## src/pkg/regulator_ctl_params.svh

```systemverilog
// What this block does
// - Overcurrent is only looked at while the high-side drive is on.
// - An overcurrent trip ends the high-side pulse at once, before the duty end.
// - After a trip the high-side drive stays off until the next switching cycle starts.
// - The fault counter goes up per cycle with a trip and down per cycle without one.
// - At a fault count of 7 the block enters hiccup and restarts seven soft-start cycles.
// - In hiccup both gate drives are held off.
// - In hiccup the fault counter goes down once per finished soft-start cycle.
// - When hiccup brings the counter to zero, modulation is enabled and a normal start follows.
// - A toggling sync input starts each switching cycle on its falling edge.
// - While sync is active its clock replaces the internal oscillator as master clock.
// - With sync held low the block free-runs from the internal oscillator.
// - A sync edge that cuts the ramp short declares lockout and disables modulation.
// - A cycle is short when its edge comes before the ramp reaches 90% of full swing.
// - Seven good ramps start soft-start and seven short ramps declare lockout (3-bit filter).
`ifndef REGULATOR_CTL_PARAMS_SVH
`define REGULATOR_CTL_PARAMS_SVH

`define CLK_PERIOD_NS      8
`define FREE_RUN_PERIOD_NS 1000
`define FREE_RUN_CYCLES    (`FREE_RUN_PERIOD_NS / `CLK_PERIOD_NS)
`define SYNC_LOSS_PERIODS  2
`define SYNC_LOSS_CYCLES   (`SYNC_LOSS_PERIODS * `FREE_RUN_CYCLES)
`define TIMER_W            9
`define COUNT_W            3
`define FAULT_LIMIT        3'h7
`define FILTER_LIMIT       3'h7
`define COUNT_ZERO         3'h0
`define COUNT_ONE          3'h1

`endif

```

## src/pkg/regulator_ctl_pkg.sv

```systemverilog
`default_nettype none
package regulator_ctl_pkg;

	// Control states of the switching controller.
	typedef enum logic [1:0] {
		ST_LOCKOUT,
		ST_RUN,
		ST_HICCUP
	} ctl_state_t;

	// Analog comparator and soft-start flags, all asynchronous to clock_i.
	typedef struct packed {
		logic overcurrent_threshold_sense;
		logic duty_end;
		logic ramp_at_90;
		logic soft_start_done;
	} analog_sense_t;

	// The two gate drive requests.
	typedef struct packed {
		logic high_side_gate_drive;
		logic low_side_gate_drive;
	} gate_drive_t;

endpackage : regulator_ctl_pkg
`default_nettype wire

```

## src/rtl/regulator_ctl.sv

```systemverilog
`timescale 1ns/1ps
`default_nettype none
`include "regulator_ctl_params.svh"

module regulator_ctl (
	// Clock and asynchronous reset.
	input  wire logic                            clock_i,
	input  wire logic                            reset_n_i,
	// Analog flags and sync pin, asynchronous.
	input  wire regulator_ctl_pkg::analog_sense_t sense_i,
	input  wire logic                            sync_i,
	// Gate drive requests.
	output regulator_ctl_pkg::gate_drive_t       gate_o,
	// Status.
	output logic                                 input_undervoltage_lockout_o,
	output logic                                 hiccup_active_o,
	output logic                                 pwm_enable_o,
	output logic                                 soft_start_restart_o,
	output logic                                 cycle_start_o,
	output logic                                 sync_locked_o,
	output logic [`COUNT_W-1:0]                  fault_count_o
);

	logic                             reset_meta;
	logic                             reset_n;
	regulator_ctl_pkg::analog_sense_t sense_meta;
	regulator_ctl_pkg::analog_sense_t sense_sync;
	regulator_ctl_pkg::analog_sense_t sense_last;
	logic                             sync_meta;
	logic                             sync_sync;
	logic                             sync_last;
	logic [`TIMER_W-1:0]              osc_count;
	logic [`TIMER_W-1:0]              sync_idle;
	logic                             sync_active;
	logic                             oc_seen;
	logic                             ramp_done;
	regulator_ctl_pkg::ctl_state_t    state;
	regulator_ctl_pkg::ctl_state_t    next_state;
	logic                             next_hs;
	logic                             next_ls;
	logic [`COUNT_W-1:0]              fault_count;
	logic [`COUNT_W-1:0]              good_count;
	logic [`COUNT_W-1:0]              short_count;
	logic                             oc_now;
	logic                             duty_end;
	logic                             ramp_now;
	logic                             ss_done;
	logic                             sync_fall;
	logic                             osc_tick;
	logic                             cycle_start;
	logic                             oc_in_cycle;
	logic                             ramp_short;
	logic                             input_undervoltage_lockout_hit;
	logic                             in_run;
	logic                             in_hiccup;
	logic                             in_lockout;

	// Reset is released through two flops so every flop leaves reset on the same edge.
	always_ff @(posedge clock_i or negedge reset_n_i) begin
		if (!reset_n_i) begin
			reset_meta <= 1'h0;
			reset_n    <= 1'h0;
		end else begin
			reset_meta <= 1'h1;
			reset_n    <= reset_meta;
		end
	end

	// Two-flop synchronisers; a third stage feeds the edge detectors only.
	always_ff @(posedge clock_i or negedge reset_n) begin
		if (!reset_n) begin
			sense_meta <= 4'h0;
			sense_sync <= 4'h0;
			sense_last <= 4'h0;
			sync_meta  <= 1'h0;
			sync_sync  <= 1'h0;
			sync_last  <= 1'h0;
		end else begin
			sense_meta <= sense_i;
			sense_sync <= sense_meta;
			sense_last <= sense_sync;
			sync_meta  <= sync_i;
			sync_sync  <= sync_meta;
			sync_last  <= sync_sync;
		end
	end

	// Decoded events of the current clock cycle.
	assign in_run      = (state == regulator_ctl_pkg::ST_RUN);
	assign in_hiccup   = (state == regulator_ctl_pkg::ST_HICCUP);
	assign in_lockout  = (state == regulator_ctl_pkg::ST_LOCKOUT);
	assign oc_now      = sense_sync.overcurrent_threshold_sense;
	assign duty_end    = sense_sync.duty_end;
	assign ramp_now    = sense_sync.ramp_at_90;
	assign ss_done     = sense_sync.soft_start_done && !sense_last.soft_start_done;
	assign sync_fall   = sync_last && !sync_sync;
	assign osc_tick    = (osc_count == `TIMER_W'(`FREE_RUN_CYCLES - 1));
	assign cycle_start = sync_active ? sync_fall : osc_tick;
	assign oc_in_cycle = oc_seen || (oc_now && gate_o.high_side_gate_drive);
	assign ramp_short  = !ramp_done && !ramp_now;
	assign input_undervoltage_lockout_hit    = (short_count == `FILTER_LIMIT)
		|| (cycle_start && sync_active && ramp_short);

	// Internal oscillator runs free so it is ready the moment sync goes away.
	always_ff @(posedge clock_i or negedge reset_n) begin
		if (!reset_n) begin
			osc_count <= `TIMER_W'(0);
		end else if (osc_tick) begin
			osc_count <= `TIMER_W'(0);
		end else begin
			osc_count <= osc_count + `TIMER_W'(1);
		end
	end

	// Sync counts as active until two free-run periods pass with no falling edge.
	// A source run 20% to 30% faster than free-run always lands well inside that window.
	always_ff @(posedge clock_i or negedge reset_n) begin
		if (!reset_n) begin
			sync_idle   <= `TIMER_W'(0);
			sync_active <= 1'h0;
		end else if (sync_fall) begin
			sync_idle   <= `TIMER_W'(0);
			sync_active <= 1'h1;
		end else if (sync_idle == `TIMER_W'(`SYNC_LOSS_CYCLES - 1)) begin
			sync_active <= 1'h0;
		end else begin
			sync_idle   <= sync_idle + `TIMER_W'(1);
		end
	end

	// Per-cycle flags; the event seen at cycle start is used through the decoded terms.
	always_ff @(posedge clock_i or negedge reset_n) begin
		if (!reset_n) begin
			oc_seen   <= 1'h0;
			ramp_done <= 1'h0;
		end else if (cycle_start) begin
			oc_seen   <= 1'h0;
			ramp_done <= 1'h0;
		end else begin
			if (oc_now && gate_o.high_side_gate_drive) begin
				oc_seen <= 1'h1;
			end
			if (ramp_now) begin
				ramp_done <= 1'h1;
			end
		end
	end

	// Fault counter: trips and clean cycles in run, soft-start completions in hiccup.
	sat_count3 fault_counter (
		.clock_i   (clock_i),
		.reset_n_i (reset_n),
		.clear_i   (in_lockout),
		.up_i      (in_run && cycle_start && oc_in_cycle),
		.down_i    ((in_run && cycle_start && !oc_in_cycle) || (in_hiccup && ss_done)),
		.count_o   (fault_count)
	);

	// Good-ramp filter counts only while locked out.
	sat_count3 good_filter (
		.clock_i   (clock_i),
		.reset_n_i (reset_n),
		.clear_i   (!in_lockout),
		.up_i      (in_lockout && cycle_start && !ramp_short),
		.down_i    (1'h0),
		.count_o   (good_count)
	);

	// Short-ramp filter counts only while released.
	sat_count3 short_filter (
		.clock_i   (clock_i),
		.reset_n_i (reset_n),
		.clear_i   (in_lockout),
		.up_i      (!in_lockout && cycle_start && ramp_short),
		.down_i    (1'h0),
		.count_o   (short_count)
	);

	assign fault_count_o = fault_count;

	// Next control state; lockout takes priority over the fault path.
	always_comb begin
		next_state = state;
		case (state)
			regulator_ctl_pkg::ST_LOCKOUT: begin
				if (good_count == `FILTER_LIMIT) begin
					next_state = regulator_ctl_pkg::ST_RUN;
				end
			end
			regulator_ctl_pkg::ST_RUN: begin
				if (input_undervoltage_lockout_hit) begin
					next_state = regulator_ctl_pkg::ST_LOCKOUT;
				end else if (fault_count == `FAULT_LIMIT) begin
					next_state = regulator_ctl_pkg::ST_HICCUP;
				end
			end
			regulator_ctl_pkg::ST_HICCUP: begin
				if (input_undervoltage_lockout_hit) begin
					next_state = regulator_ctl_pkg::ST_LOCKOUT;
				end else if (fault_count == `COUNT_ZERO) begin
					next_state = regulator_ctl_pkg::ST_RUN;
				end
			end
			default: begin
				next_state = regulator_ctl_pkg::ST_LOCKOUT;
			end
		endcase
	end

	always_ff @(posedge clock_i or negedge reset_n) begin
		if (!reset_n) begin
			state <= regulator_ctl_pkg::ST_LOCKOUT;
		end else begin
			state <= next_state;
		end
	end

	// Drive requests; the cut acts on the synchronised trip, two clocks after the pin.
	always_comb begin
		next_hs = gate_o.high_side_gate_drive;
		if (!in_run || next_state != regulator_ctl_pkg::ST_RUN) begin
			next_hs = 1'h0;
		end else if (cycle_start) begin
			next_hs = 1'h1;
		end else if (oc_now || duty_end) begin
			next_hs = 1'h0;
		end
		// One idle clock after the high side ends before the low side drives; the low side drops on the same edge the high side rises.
		next_ls = in_run && next_state == regulator_ctl_pkg::ST_RUN
			&& !gate_o.high_side_gate_drive && !next_hs;
	end

	always_ff @(posedge clock_i or negedge reset_n) begin
		if (!reset_n) begin
			gate_o <= 2'h0;
		end else begin
			gate_o.high_side_gate_drive <= next_hs;
			gate_o.low_side_gate_drive  <= next_ls;
		end
	end

	// Registered status; soft-start restarts on each start and each hiccup cycle.
	always_ff @(posedge clock_i or negedge reset_n) begin
		if (!reset_n) begin
			input_undervoltage_lockout_o <= 1'h1;
			hiccup_active_o              <= 1'h0;
			pwm_enable_o                 <= 1'h0;
			soft_start_restart_o         <= 1'h0;
			cycle_start_o                <= 1'h0;
			sync_locked_o                <= 1'h0;
		end else begin
			input_undervoltage_lockout_o <= (next_state == regulator_ctl_pkg::ST_LOCKOUT);
			hiccup_active_o              <= (next_state == regulator_ctl_pkg::ST_HICCUP);
			pwm_enable_o                 <= (next_state == regulator_ctl_pkg::ST_RUN);
			soft_start_restart_o         <= (!in_run && next_state == regulator_ctl_pkg::ST_RUN)
				|| (in_run && next_state == regulator_ctl_pkg::ST_HICCUP)
				|| (in_hiccup && next_state == regulator_ctl_pkg::ST_HICCUP
				&& ss_done && fault_count > `COUNT_ONE);
			cycle_start_o                <= cycle_start;
			sync_locked_o                <= sync_active;
		end
	end
endmodule : regulator_ctl
`default_nettype wire

```

## src/rtl/sat_count3.sv

```systemverilog
`timescale 1ns/1ps
`default_nettype none
`include "regulator_ctl_params.svh"

module sat_count3 (
	// Clock and synchronised reset.
	input  wire logic                  clock_i,
	input  wire logic                  reset_n_i,
	// Count controls.
	input  wire logic                  clear_i,
	input  wire logic                  up_i,
	input  wire logic                  down_i,
	// Current count.
	output logic [`COUNT_W-1:0]        count_o
);

	// Saturating count; clear has priority, opposing requests cancel.
	always_ff @(posedge clock_i or negedge reset_n_i) begin
		if (!reset_n_i) begin
			count_o <= `COUNT_ZERO;
		end else if (clear_i) begin
			count_o <= `COUNT_ZERO;
		end else if (up_i && !down_i && count_o != `FAULT_LIMIT) begin
			count_o <= count_o + `COUNT_ONE;
		end else if (down_i && !up_i && count_o != `COUNT_ZERO) begin
			count_o <= count_o - `COUNT_ONE;
		end
	end
endmodule : sat_count3
`default_nettype wire

```

## config.mk

```make
export PLATFORM = sky130hd
export DESIGN_NAME = regulator_ctl
export DESIGN_NICKNAME = d
export VERILOG_FILES = /design/src/pkg/regulator_ctl_pkg.sv /design/src/rtl/regulator_ctl.sv /design/src/rtl/sat_count3.sv
export VERILOG_INCLUDE_DIRS = /design/src /design/src/pkg
export SDC_FILE = /design/constraint.sdc
export NUM_CORES = 1
export LEC_CHECK = 0
export BUFFER_PORTS_ARGS = -buffer_cell sky130_fd_sc_hd__buf_2
export CORE_AREA = 2 2 62 93
export CTS_CLUSTER_DIAMETER = 120
export DETAILED_ROUTE_END_ITERATION = 10
export DIE_AREA = 0 0 64 95
export GPL_ROUTABILITY_DRIVEN = 0
export SLEW_MARGIN = 20
export SYNTH_ARGS = -nofsm -noshare
export SYNTH_HDL_FRONTEND = slang
export SYNTH_SLANG_ARGS = --single-unit
```

## constraint.sdc

```tcl
create_clock -name clock_i -period 3.6 [get_ports clock_i]
set_input_delay 0.54 -clock clock_i [delete_from_list [all_inputs] [get_ports clock_i]]
set_output_delay 0.54 -clock clock_i [all_outputs]
set_load 0.02 [all_outputs]
```

==> qor.yml, run 1 <==
synth_top_family_by_area: "simple AND/OR/NAND/NOR gates"
fin_hold_ws_ns: 0.3340
critPathCaptureType: "flop"
area_growth_pct: 12.49
drt_iter0_drc: 23
rsz0062_at_grt: "false"
holdCritPathClass: "flop to asynchronous set/reset pin"
dieArea_mm2: 0.006080
yosys.area_share.simple_pct: 17.04
setup_viol: 0
drc: 0
synthArstFlopShare_pct: 100.0
busiest_layer: "met2"
finalCriticalPeriod_ns: 2.228
dp_hpwl_um: 2559
yosysUniqueCellTypes: 37
path_max_fanout: 10
cts_htree_levels: 2
row_count: 33
final_nets: 247
die_w_um: 64
tns_ns: 0
postCtsSetupRepairBufs: 0
gr-usage-all-layers_pct: 14.06
synth_nets: 224
maxCapViolCount: 0
cts_resized: 0
max_freq_mhz: 448.8
synth-seq-cells: 54
worst_pin_slew_ns: 0.9785
clock_sinks: 54
power_density_mw_per_mm2: 490.4
routed-via-count: 1479
drt_first_pass_iters: 4
finalWirelength_um: 3628
internal_power_uw: 940.5
cts_tree: "done"
critPathRequiredTime_ns: 3.83
yosysSeqAreaShare_pct: 58.46
synth_area_mm2: 0.002313
synth_ff_type: "dfrtp_1"
p_switching_uw: 335.8
ir_worst_vdd_v: 0.0002500
synth_xor_area_share_pct: 5.300
synth_edf_count: 0
post-synth-top-area-cell: "dfrtp_1"
share_seq_of_total_power_pct: 56.2
layout-drive-gt1-share_pct: 16.23
core_mm2: 0.005326
routed_via_density: 4.963
syn_avg_cell_area_um2: 11.34
muxShareOfSynthArea_pct: 2.163
die_h_um: 95
synthCells: 204
crit_arrival_ns: 2.45
place_worst_setup_slack_ns: 1.406
grt_util_met1_pct: 16.12
placedInstanceArea_mm2: 0.002484
fin_area_mm2: 0.002603
final_hold_viol_count: 0
finalCritPeriodShare_pct: 61.89
synth_compound_area_share_pct: 7.896
start_kind: "flop"
yosys.area_share.adder_pct: 7.031
use_met3_pct: 3.218
finalWorstSetupSlack_ns: 1.372
ys_top_cells_by_area: "dfrtp_1 (57%), ha_1 (7.0%), nor2_1 (4.7%)"
critPathKind: "flop to flop"
swShare_pct: 26.31
ios: 18
met2_usage_pct: 24.22
routedWlPerCell_um: 12.17
clkTransAtPathRegs_ns: 0.09
synth_top_area_share_pct: 57.33
insertion_delay_ns: 0.31
clkPwrFrac_pct: 30.8
io_buffers: 17
start_util_pct: 43.43
grt_max_degree: 36
grt.overflow.total: 0
grt_antenna_before_repair: 0
yosysMostFrequentCell: "dfrtp_1"
synth_common_cells: "dfrtp_1 (53), nor2_1 (29), nand2_1 (15), ha_1 (13), inv_1 (9)"
slew_headroom_pct: 34.16
leakagePower_uw: 0.001263
clockRootBuffer: "clkbuf_8"
numCtsBuffers: 5
antenna_cells: 0
ant_nets: 0
slew_violations: 0
grt_pass1_vias: 1531
run_status: "finished clean"
grt_first_pass_wirelength_um: 6624
comb_power_share_pct: 13.1
hold_buffers: 1
ys_warn_count: 0
fin_skew_ns: 0.007683
clk_path_buf_depth: 2
[logic make-up after synthesis]
group / after synthesis
buffers and inverters: 12
adders and majority gates: 13
muxes: 5
and+or+nand+nor: 80
other: 1
DFF: 54
xor gates and xnor gates: 14
AOI/OAI and AO/OA: 25
[power groups by stage]
stage | clock network, µW | logic (µW) | registers (µW)
floorplan | 0 | 118 | 733
global placement | 0 | 166 | 730
detailed placement | 0 | 169 | 729
CTS | 412 | 169 | 718
global route | 444 | 191 | 729
finish | 392 | 167 | 717
[final timing paths]
path | start | end | slack [ns] | cells after the start
max in group asynchronous | reset_n | fault_counter.count_o[0] | 2.55 | 1
setup / recovery | osc_count[0] | fault_counter.count_o[2] | 1.37 | 7
min in group clock_i | sense_i[0] | sense_meta[0] | 0.34 | 1
hold / removal | reset_n | osc_count[3] | 0.33 | 0
setup reg to reg | osc_count[0] | fault_counter.count_o[2] | 1.37 | 7
hold reg to reg | reset_n | osc_count[3] | 0.33 | 0
[sequential cells by signal, summed over array words and instances (netlist names), 2 cells and up]
name,count
good_filter.count_o,3
fault_counter.count_o,3
state,2
osc_count,9
sync_idle,9
gate_o,2
sense_meta,4
short_filter.count_o,3
[layer usage]
| layer | vias up | wire (µm) |
|---|---|---|
| li1 | 733 | - |
| met1 | 725 | 1593 |
| met2 | 17 | 1883 |
| met3 | 4 | 93 |
| met4 | 0 | 57 |
| met5 | - | 0 |
[worst max-delay path: stages, from the launching register on]
cell      delay (ns)
dfrtp_1         0.43
inv_1           0.07
ha_1            0.14
nand4b_1        0.16
o41ai_4         0.54
a31oi_2         0.22
or4_1           0.43
a31oi_1         0.17
[through the flow]
step	power [µW]	instances	util, %
CTS	1299	298	48.86
finish	1276	298	48.86
global placement	895.9	289	46.63
floorplan	851.1	204	-
detailed placement	898.7	289	46.63
global route	1364	298	48.86
[area by class of cell]
type / count / area, µm²
repair buffers: 19 / 102.6
multi-input cells: 138 / 915.9
clock inverters: 3 / 40.04
fillers: 481 / 2724
clock buffers: 5 / 68.82
flip-flops and latches: 54 / 1354
well taps: 70 / 87.58
inverters: 9 / 33.78
[cell usage in the layout, fill, tap and decap left out, types with 3 or more instances in the layout]
cell type,count
or2_2,3
nor2_1,29
nand2_1,15
dfrtp_1,52
buf_2,17
nor3_1,6
mux2i_1,5
nand3_1,7
a21oi_1,7
nor2b_1,6
a31oi_1,3
clkbuf_8,5
inv_1,9
xor2_1,8
o21ai_0,6
xnor2_1,6
ha_1,13
(Power assumes the default switching activity.)
==> inputs of run 2 (changes only) <==
==> constraint.sdc (replaced) <==
create_clock -name clock_i -period 2.27 [get_ports clock_i]
set_input_delay 0.3405 -clock clock_i [delete_from_list [all_inputs] [get_ports clock_i]]
set_output_delay 0.3405 -clock clock_i [all_outputs]
set_load 0.02 [all_outputs]
==> run 2 against run 1 <==
  * First-iteration DRC count rose to 4.1 times the previous value
  * Global-route usage rose by 0.065 points
  * Utilization rose by 0.59 points
  * Critical path type unchanged
  * Critical endpoint unchanged
  * Critical path depth did not move
  * Combinational power rose by 70%
==> qor.yml, run 2 (synthesis gave the netlist of run 1 again) <==
antenna_cells: 0
gr-usage-all-layers_pct: 14.13
rr_startpoint: "osc_count[0]"
placedInstanceArea_mm2: 0.002514
die_h_um: 95
postCtsSetupRepairBufs: 0
final_hold_viol_count: 0
clkPwrFrac_pct: 31.0
comb_power_share_pct: 13.9
die_w_um: 64
routedWlPerCell_um: 12.29
multi_input_area_um2: 915.9
tns_ns: 0
drt_first_pass_iters: 4
placed_cells: 293
numCtsBuffers: 5
critPathKind: "flop to flop"
fin_skew_ns: 0.009017
grt_max_degree: 53
grt_antenna_before_repair: 0
core_mm2: 0.005326
slew_violations: 0
crit_arrival_ns: 2.21
routed-via-count: 1520
layout.area.seq_mm2: 0.001354
worstHoldStart: "sense_i[0]"
drc: 0
layout-drive-gt1-share_pct: 17.24
cts_htree_levels: 2
clkTransAtPathRegs_ns: 0.10
area_growth_pct: 13.85
worst-r2r-cell-count: 7
clock_sinks: 54
cts_resized: 0
hold_path_end: "sense_meta[0]"
finalCriticalPeriod_ns: 1.982
finalWorstSetupSlack_ns: 0.2880
critPathRequiredTime_ns: 2.50
grt_first_pass_wirelength_um: 6699
insertion_delay_ns: 0.31
slowest_delay_ns: 0.43
reg_top3: "osc_count: 9 flops, sync_idle: 9 flops, sense_meta: 4 flops"
crit_start: "osc_count[0]"
swShare_pct: 26.65
fin_area_mm2: 0.002634
start_util_pct: 43.43
place_worst_setup_slack_ns: 0.3014
max_freq_mhz: 504.5
grt_pass1_vias: 1566
power_density_mw_per_mm2: 776.4
path_max_fanout: 5
reg2reg_slack_ns: 0.29
layout_commonest_cell: "dfrtp_1"
cts_tree: "done"
internal_power_uw: 1500
layout.cells.non_filler: 302
grt.overflow.total: 0
critPathCaptureType: "flop"
path_cells: "inv_1, ha_1, nand4b_1, o41ai_4, a31oi_2, or4_1, a31oi_1"
dieArea_mm2: 0.006080
setup_viol: 0
clk_path_buf_depth: 2
finalCritPeriodShare_pct: 87.31
ios: 18
r2r-end: "fault_counter.count_o[2]"
whs_path_depth: 1
drt_iter0_drc: 95
utilization_pct: 49.45
io_buffers: 17
final_cell_mix: "dfrtp_1 (52), nor2_1 (29), buf_2 (17)"
run_status: "finished clean"
dp_hpwl_um: 2659
worst_pin_slew_ns: 0.6323
clockRootBuffer: "clkbuf_8"
ant_nets: 0
leakagePower_uw: 0.001277
maxCapViolCount: 0
row_count: 33
rsz0062_at_grt: "false"
share_seq_of_total_power_pct: 55.1
ir_worst_vdd_v: 0.0004654
nFillCells: 474
routed_via_density: 5.033
p_switching_uw: 545.0
cpMaxStageDelayCell: "dfrtp_1"
finalWirelength_um: 3713
start_kind: "flop"
slew_headroom_pct: 57.85
final_nets: 251
holdCritPathClass: "input port to flop"
## run 2: cell types whose count changed in the layout (fill, tap and decap cells not counted), sizes merged
cell / previous run / this run
buf: 18 / 22
clkbuf: 5 / 6
clkinvlp: 0 / 1
clkinv: 2 / 0
## run 2: cell type report
cell class              instances  share of cell area, %
inverters                       9                  1.283
clock buffers                   6                  2.755
flip-flops and latches         54                  51.40
multi-input cells             138                  34.77
clock inverters                 2                  1.425
repair buffers                 23                  5.036
well taps                      70                  3.325
## run 2: worst max-delay path by stage
stage / to / slack [ns] / cells after the start
3_3_place_gp: fault_counter.count_o[2] / 0.34 / 7
4_1_cts: fault_counter.count_o[2] / 0.27 / 7
2_1_floorplan: fault_counter.count_o[2] / 0.32 / 7
5_1_grt: fault_counter.count_o[2] / 0.13 / 7
6_report: fault_counter.count_o[2] / 0.29 / 7
3_5_place_dp: fault_counter.count_o[2] / 0.30 / 7
## run 2: critical path, delay by kind of cell (launching register included)
family	cells	cell delay [ns]
AO/OA/AOI/OAI	3	0.71
flip-flops	1	0.43
buffers and inverters	1	0.07
adder cells (fa/ha/maj)	1	0.13
AND/OR/NAND/NOR	2	0.56
## run 2: power by group through the flow
stage	combinational, µW	sequential, µW	clock, µW
final	284	1130	634
after global routing	327	1140	703
after CTS	291	1130	658
after detailed placement	289	1150	0
after global placement	283	1140	0
after floorplan	187	1160	0
## run 2: routing by layer
layer  vias up  part of all wire [%]  GRT usage [%]
li1        738                     -              -
met1       747                    43          16.16
met2        28                    52          24.57
met3         7                   3.0          3.337
met4         0                   2.0          6.884
met5         -                     0              0
## run 2: timing repair
action | 4_1_cts | 5_1_grt
endpoints found under the setup margin | 0 | 0
hold buffers | 1 | 0
hold endpoints to repair | 2 | 0
## run 2: metrics by stage
step / hold WS [ns] / total power (µW)
2_1_floorplan: 0.04491 / 1350
3_3_place_gp: 0.1253 / 1426
3_5_place_dp: 0.1333 / 1434
4_1_cts: 0.1231 / 2075
5_1_grt: 0.1155 / 2170
6_report: 0.1381 / 2045
==> inputs of run 3 (changes only) <==
--- a/config.mk
+++ b/config.mk
@@ -12,6 +12,7 @@
 export DETAILED_ROUTE_END_ITERATION = 10
 export DIE_AREA = 0 0 64 95
 export GPL_ROUTABILITY_DRIVEN = 0
+export RECOVER_POWER = 100
 export SLEW_MARGIN = 20
 export SYNTH_ARGS = -nofsm -noshare
 export SYNTH_HDL_FRONTEND = slang
==> run 3 against run 2 <==
  * Critical path depth unchanged
  * Wire length up 0.51%
  * Global-route usage did not move
  * Via count shrank 0.26%
  * Total power shrank 0.56%
  * Largest cell class unchanged
==> qor.yml, run 3 (synthesis gave the netlist of run 1 again) <==
run_status: "finished clean"
slew_violations: 0
area_growth_pct: 12.17
internal_power_uw: 1490
dieArea_mm2: 0.006080
routedWlPerCell_um: 12.36
maxCapViolCount: 0
core_mm2: 0.005326
critPathRequiredTime_ns: 2.50
start_util_pct: 43.43
comb_power_share_pct: 13.4
critPathCaptureType: "flop"
grt_first_pass_wirelength_um: 6699
grt_antenna_before_repair: 0
routed-via-count: 1516
clock_sinks: 54
fin_area_mm2: 0.002595
numCtsBuffers: 5
hold_buffers: 1
clkPwrFrac_pct: 31.1
final_hold_viol_count: 0
ant_nets: 0
final_cell_mix: "dfrtp_1 (52), nor2_1 (29), clkbuf_1 (17)"
grt_max_degree: 53
clk_path_buf_depth: 2
holdCritPathClass: "input port to flop"
finalCriticalPeriod_ns: 2.002
cts_resized: 0
max_freq_mhz: 499.6
placedInstanceArea_mm2: 0.002514
grt.overflow.total: 0
insertion_delay_ns: 0.31
finalWirelength_um: 3732
ios: 18
setup_viol: 0
drc: 0
antenna_cells: 0
postCtsSetupRepairBufs: 0
cts_tree: "done"
slew_headroom_pct: 18.40
critPathKind: "flop to flop"
row_count: 33
drt_first_pass_iters: 4
layout-drive-gt1-share_pct: 9.914
power_density_mw_per_mm2: 783.6
routed_via_density: 5.020
clkTransAtPathRegs_ns: 0.10
swShare_pct: 26.71
layout_commonest_cell: "dfrtp_1"
whs_path_depth: 1
clockRootBuffer: "clkbuf_8"
fin_skew_ns: 0.009007
tns_ns: 0
dp_hpwl_um: 2659
final_nets: 251
worst-r2r-cell-count: 7
finalCritPeriodShare_pct: 88.18
die_h_um: 95
io_buffers: 17
share_seq_of_total_power_pct: 55.4
path_max_fanout: 5
cts_htree_levels: 2
ir_worst_vdd_v: 0.0004644
worst_pin_slew_ns: 1.224
p_switching_uw: 543.1
leakagePower_uw: 0.001216
reg_top3: "osc_count: 9 flops, sync_idle: 9 flops, sense_meta: 4 flops"
gr-usage-all-layers_pct: 14.13
crit_arrival_ns: 2.23
drt_iter0_drc: 107
die_w_um: 64
rsz0062_at_grt: "false"
grt_pass1_vias: 1566
start_kind: "flop"
[run 3: final timing paths]
check	startpoint	endpoint	slack (ns)
setup / recovery	osc_count[0]	fault_counter.count_o[2]	0.27
hold / removal	sense_i[0]	sense_meta[0]	0.14
setup reg to reg	osc_count[0]	fault_counter.count_o[2]	0.27
hold reg to reg	sense_meta[2]	duty_end	0.35
max in group asynchronous	reset_n	sense_meta[0]	0.93
min in group asynchronous	reset_n_i	reset_n	0.35
[run 3: final cells by class]
cell class	count	area [µm²]
repair buffers	23	100.1
inverters	9	33.78
clock inverters	2	37.54
fillers	489	2731
clock buffers	6	72.57
flip-flops and latches	54	1354
well taps	70	87.58
multi-input cells	138	909.6
[run 3: metrics by stage]
step	hold slack [ns]	utilization [%]	std cells	power (µW)	worst slack (ns)
finish	0.1378	48.72	302	2033	0.2684
global route	0.1155	48.72	302	2159	0.09189
CTS	0.1231	49.45	302	2075	0.2664
detailed placement	0.1333	47.19	293	1434	0.3014
global placement	0.1253	47.19	293	1426	0.3423
floorplan	0.04491	-	204	1350	0.3167
[run 3: power by group through the flow]
stage | Sequential, µW | Clock (µW) | Combinational, µW
4_1_cts | 1130 | 658 | 291
6_report | 1130 | 633 | 273
3_3_place_gp | 1140 | 0 | 283
3_5_place_dp | 1150 | 0 | 289
5_1_grt | 1140 | 703 | 315
2_1_floorplan | 1160 | 0 | 187
[run 3: worst max-delay path, cell delays in order (launching register included)]
cell and delay (ns):
dfrtp_1 0.43, inv_1 0.07, ha_1 0.13, nand4b_1 0.14
o41ai_4 0.33, a31oi_1 0.22, or4_1 0.43, a31oi_1 0.17
[run 3: metal layers]
layer / global-route usage, % / vias up / share of wire, %
met5: 0 / - / 0
met3: 3.337 / 7 / 3.0
met1: 16.16 / 746 / 43
li1: - / 739 / -
met2: 24.57 / 24 / 52
met4: 6.884 / 0 / 2.0
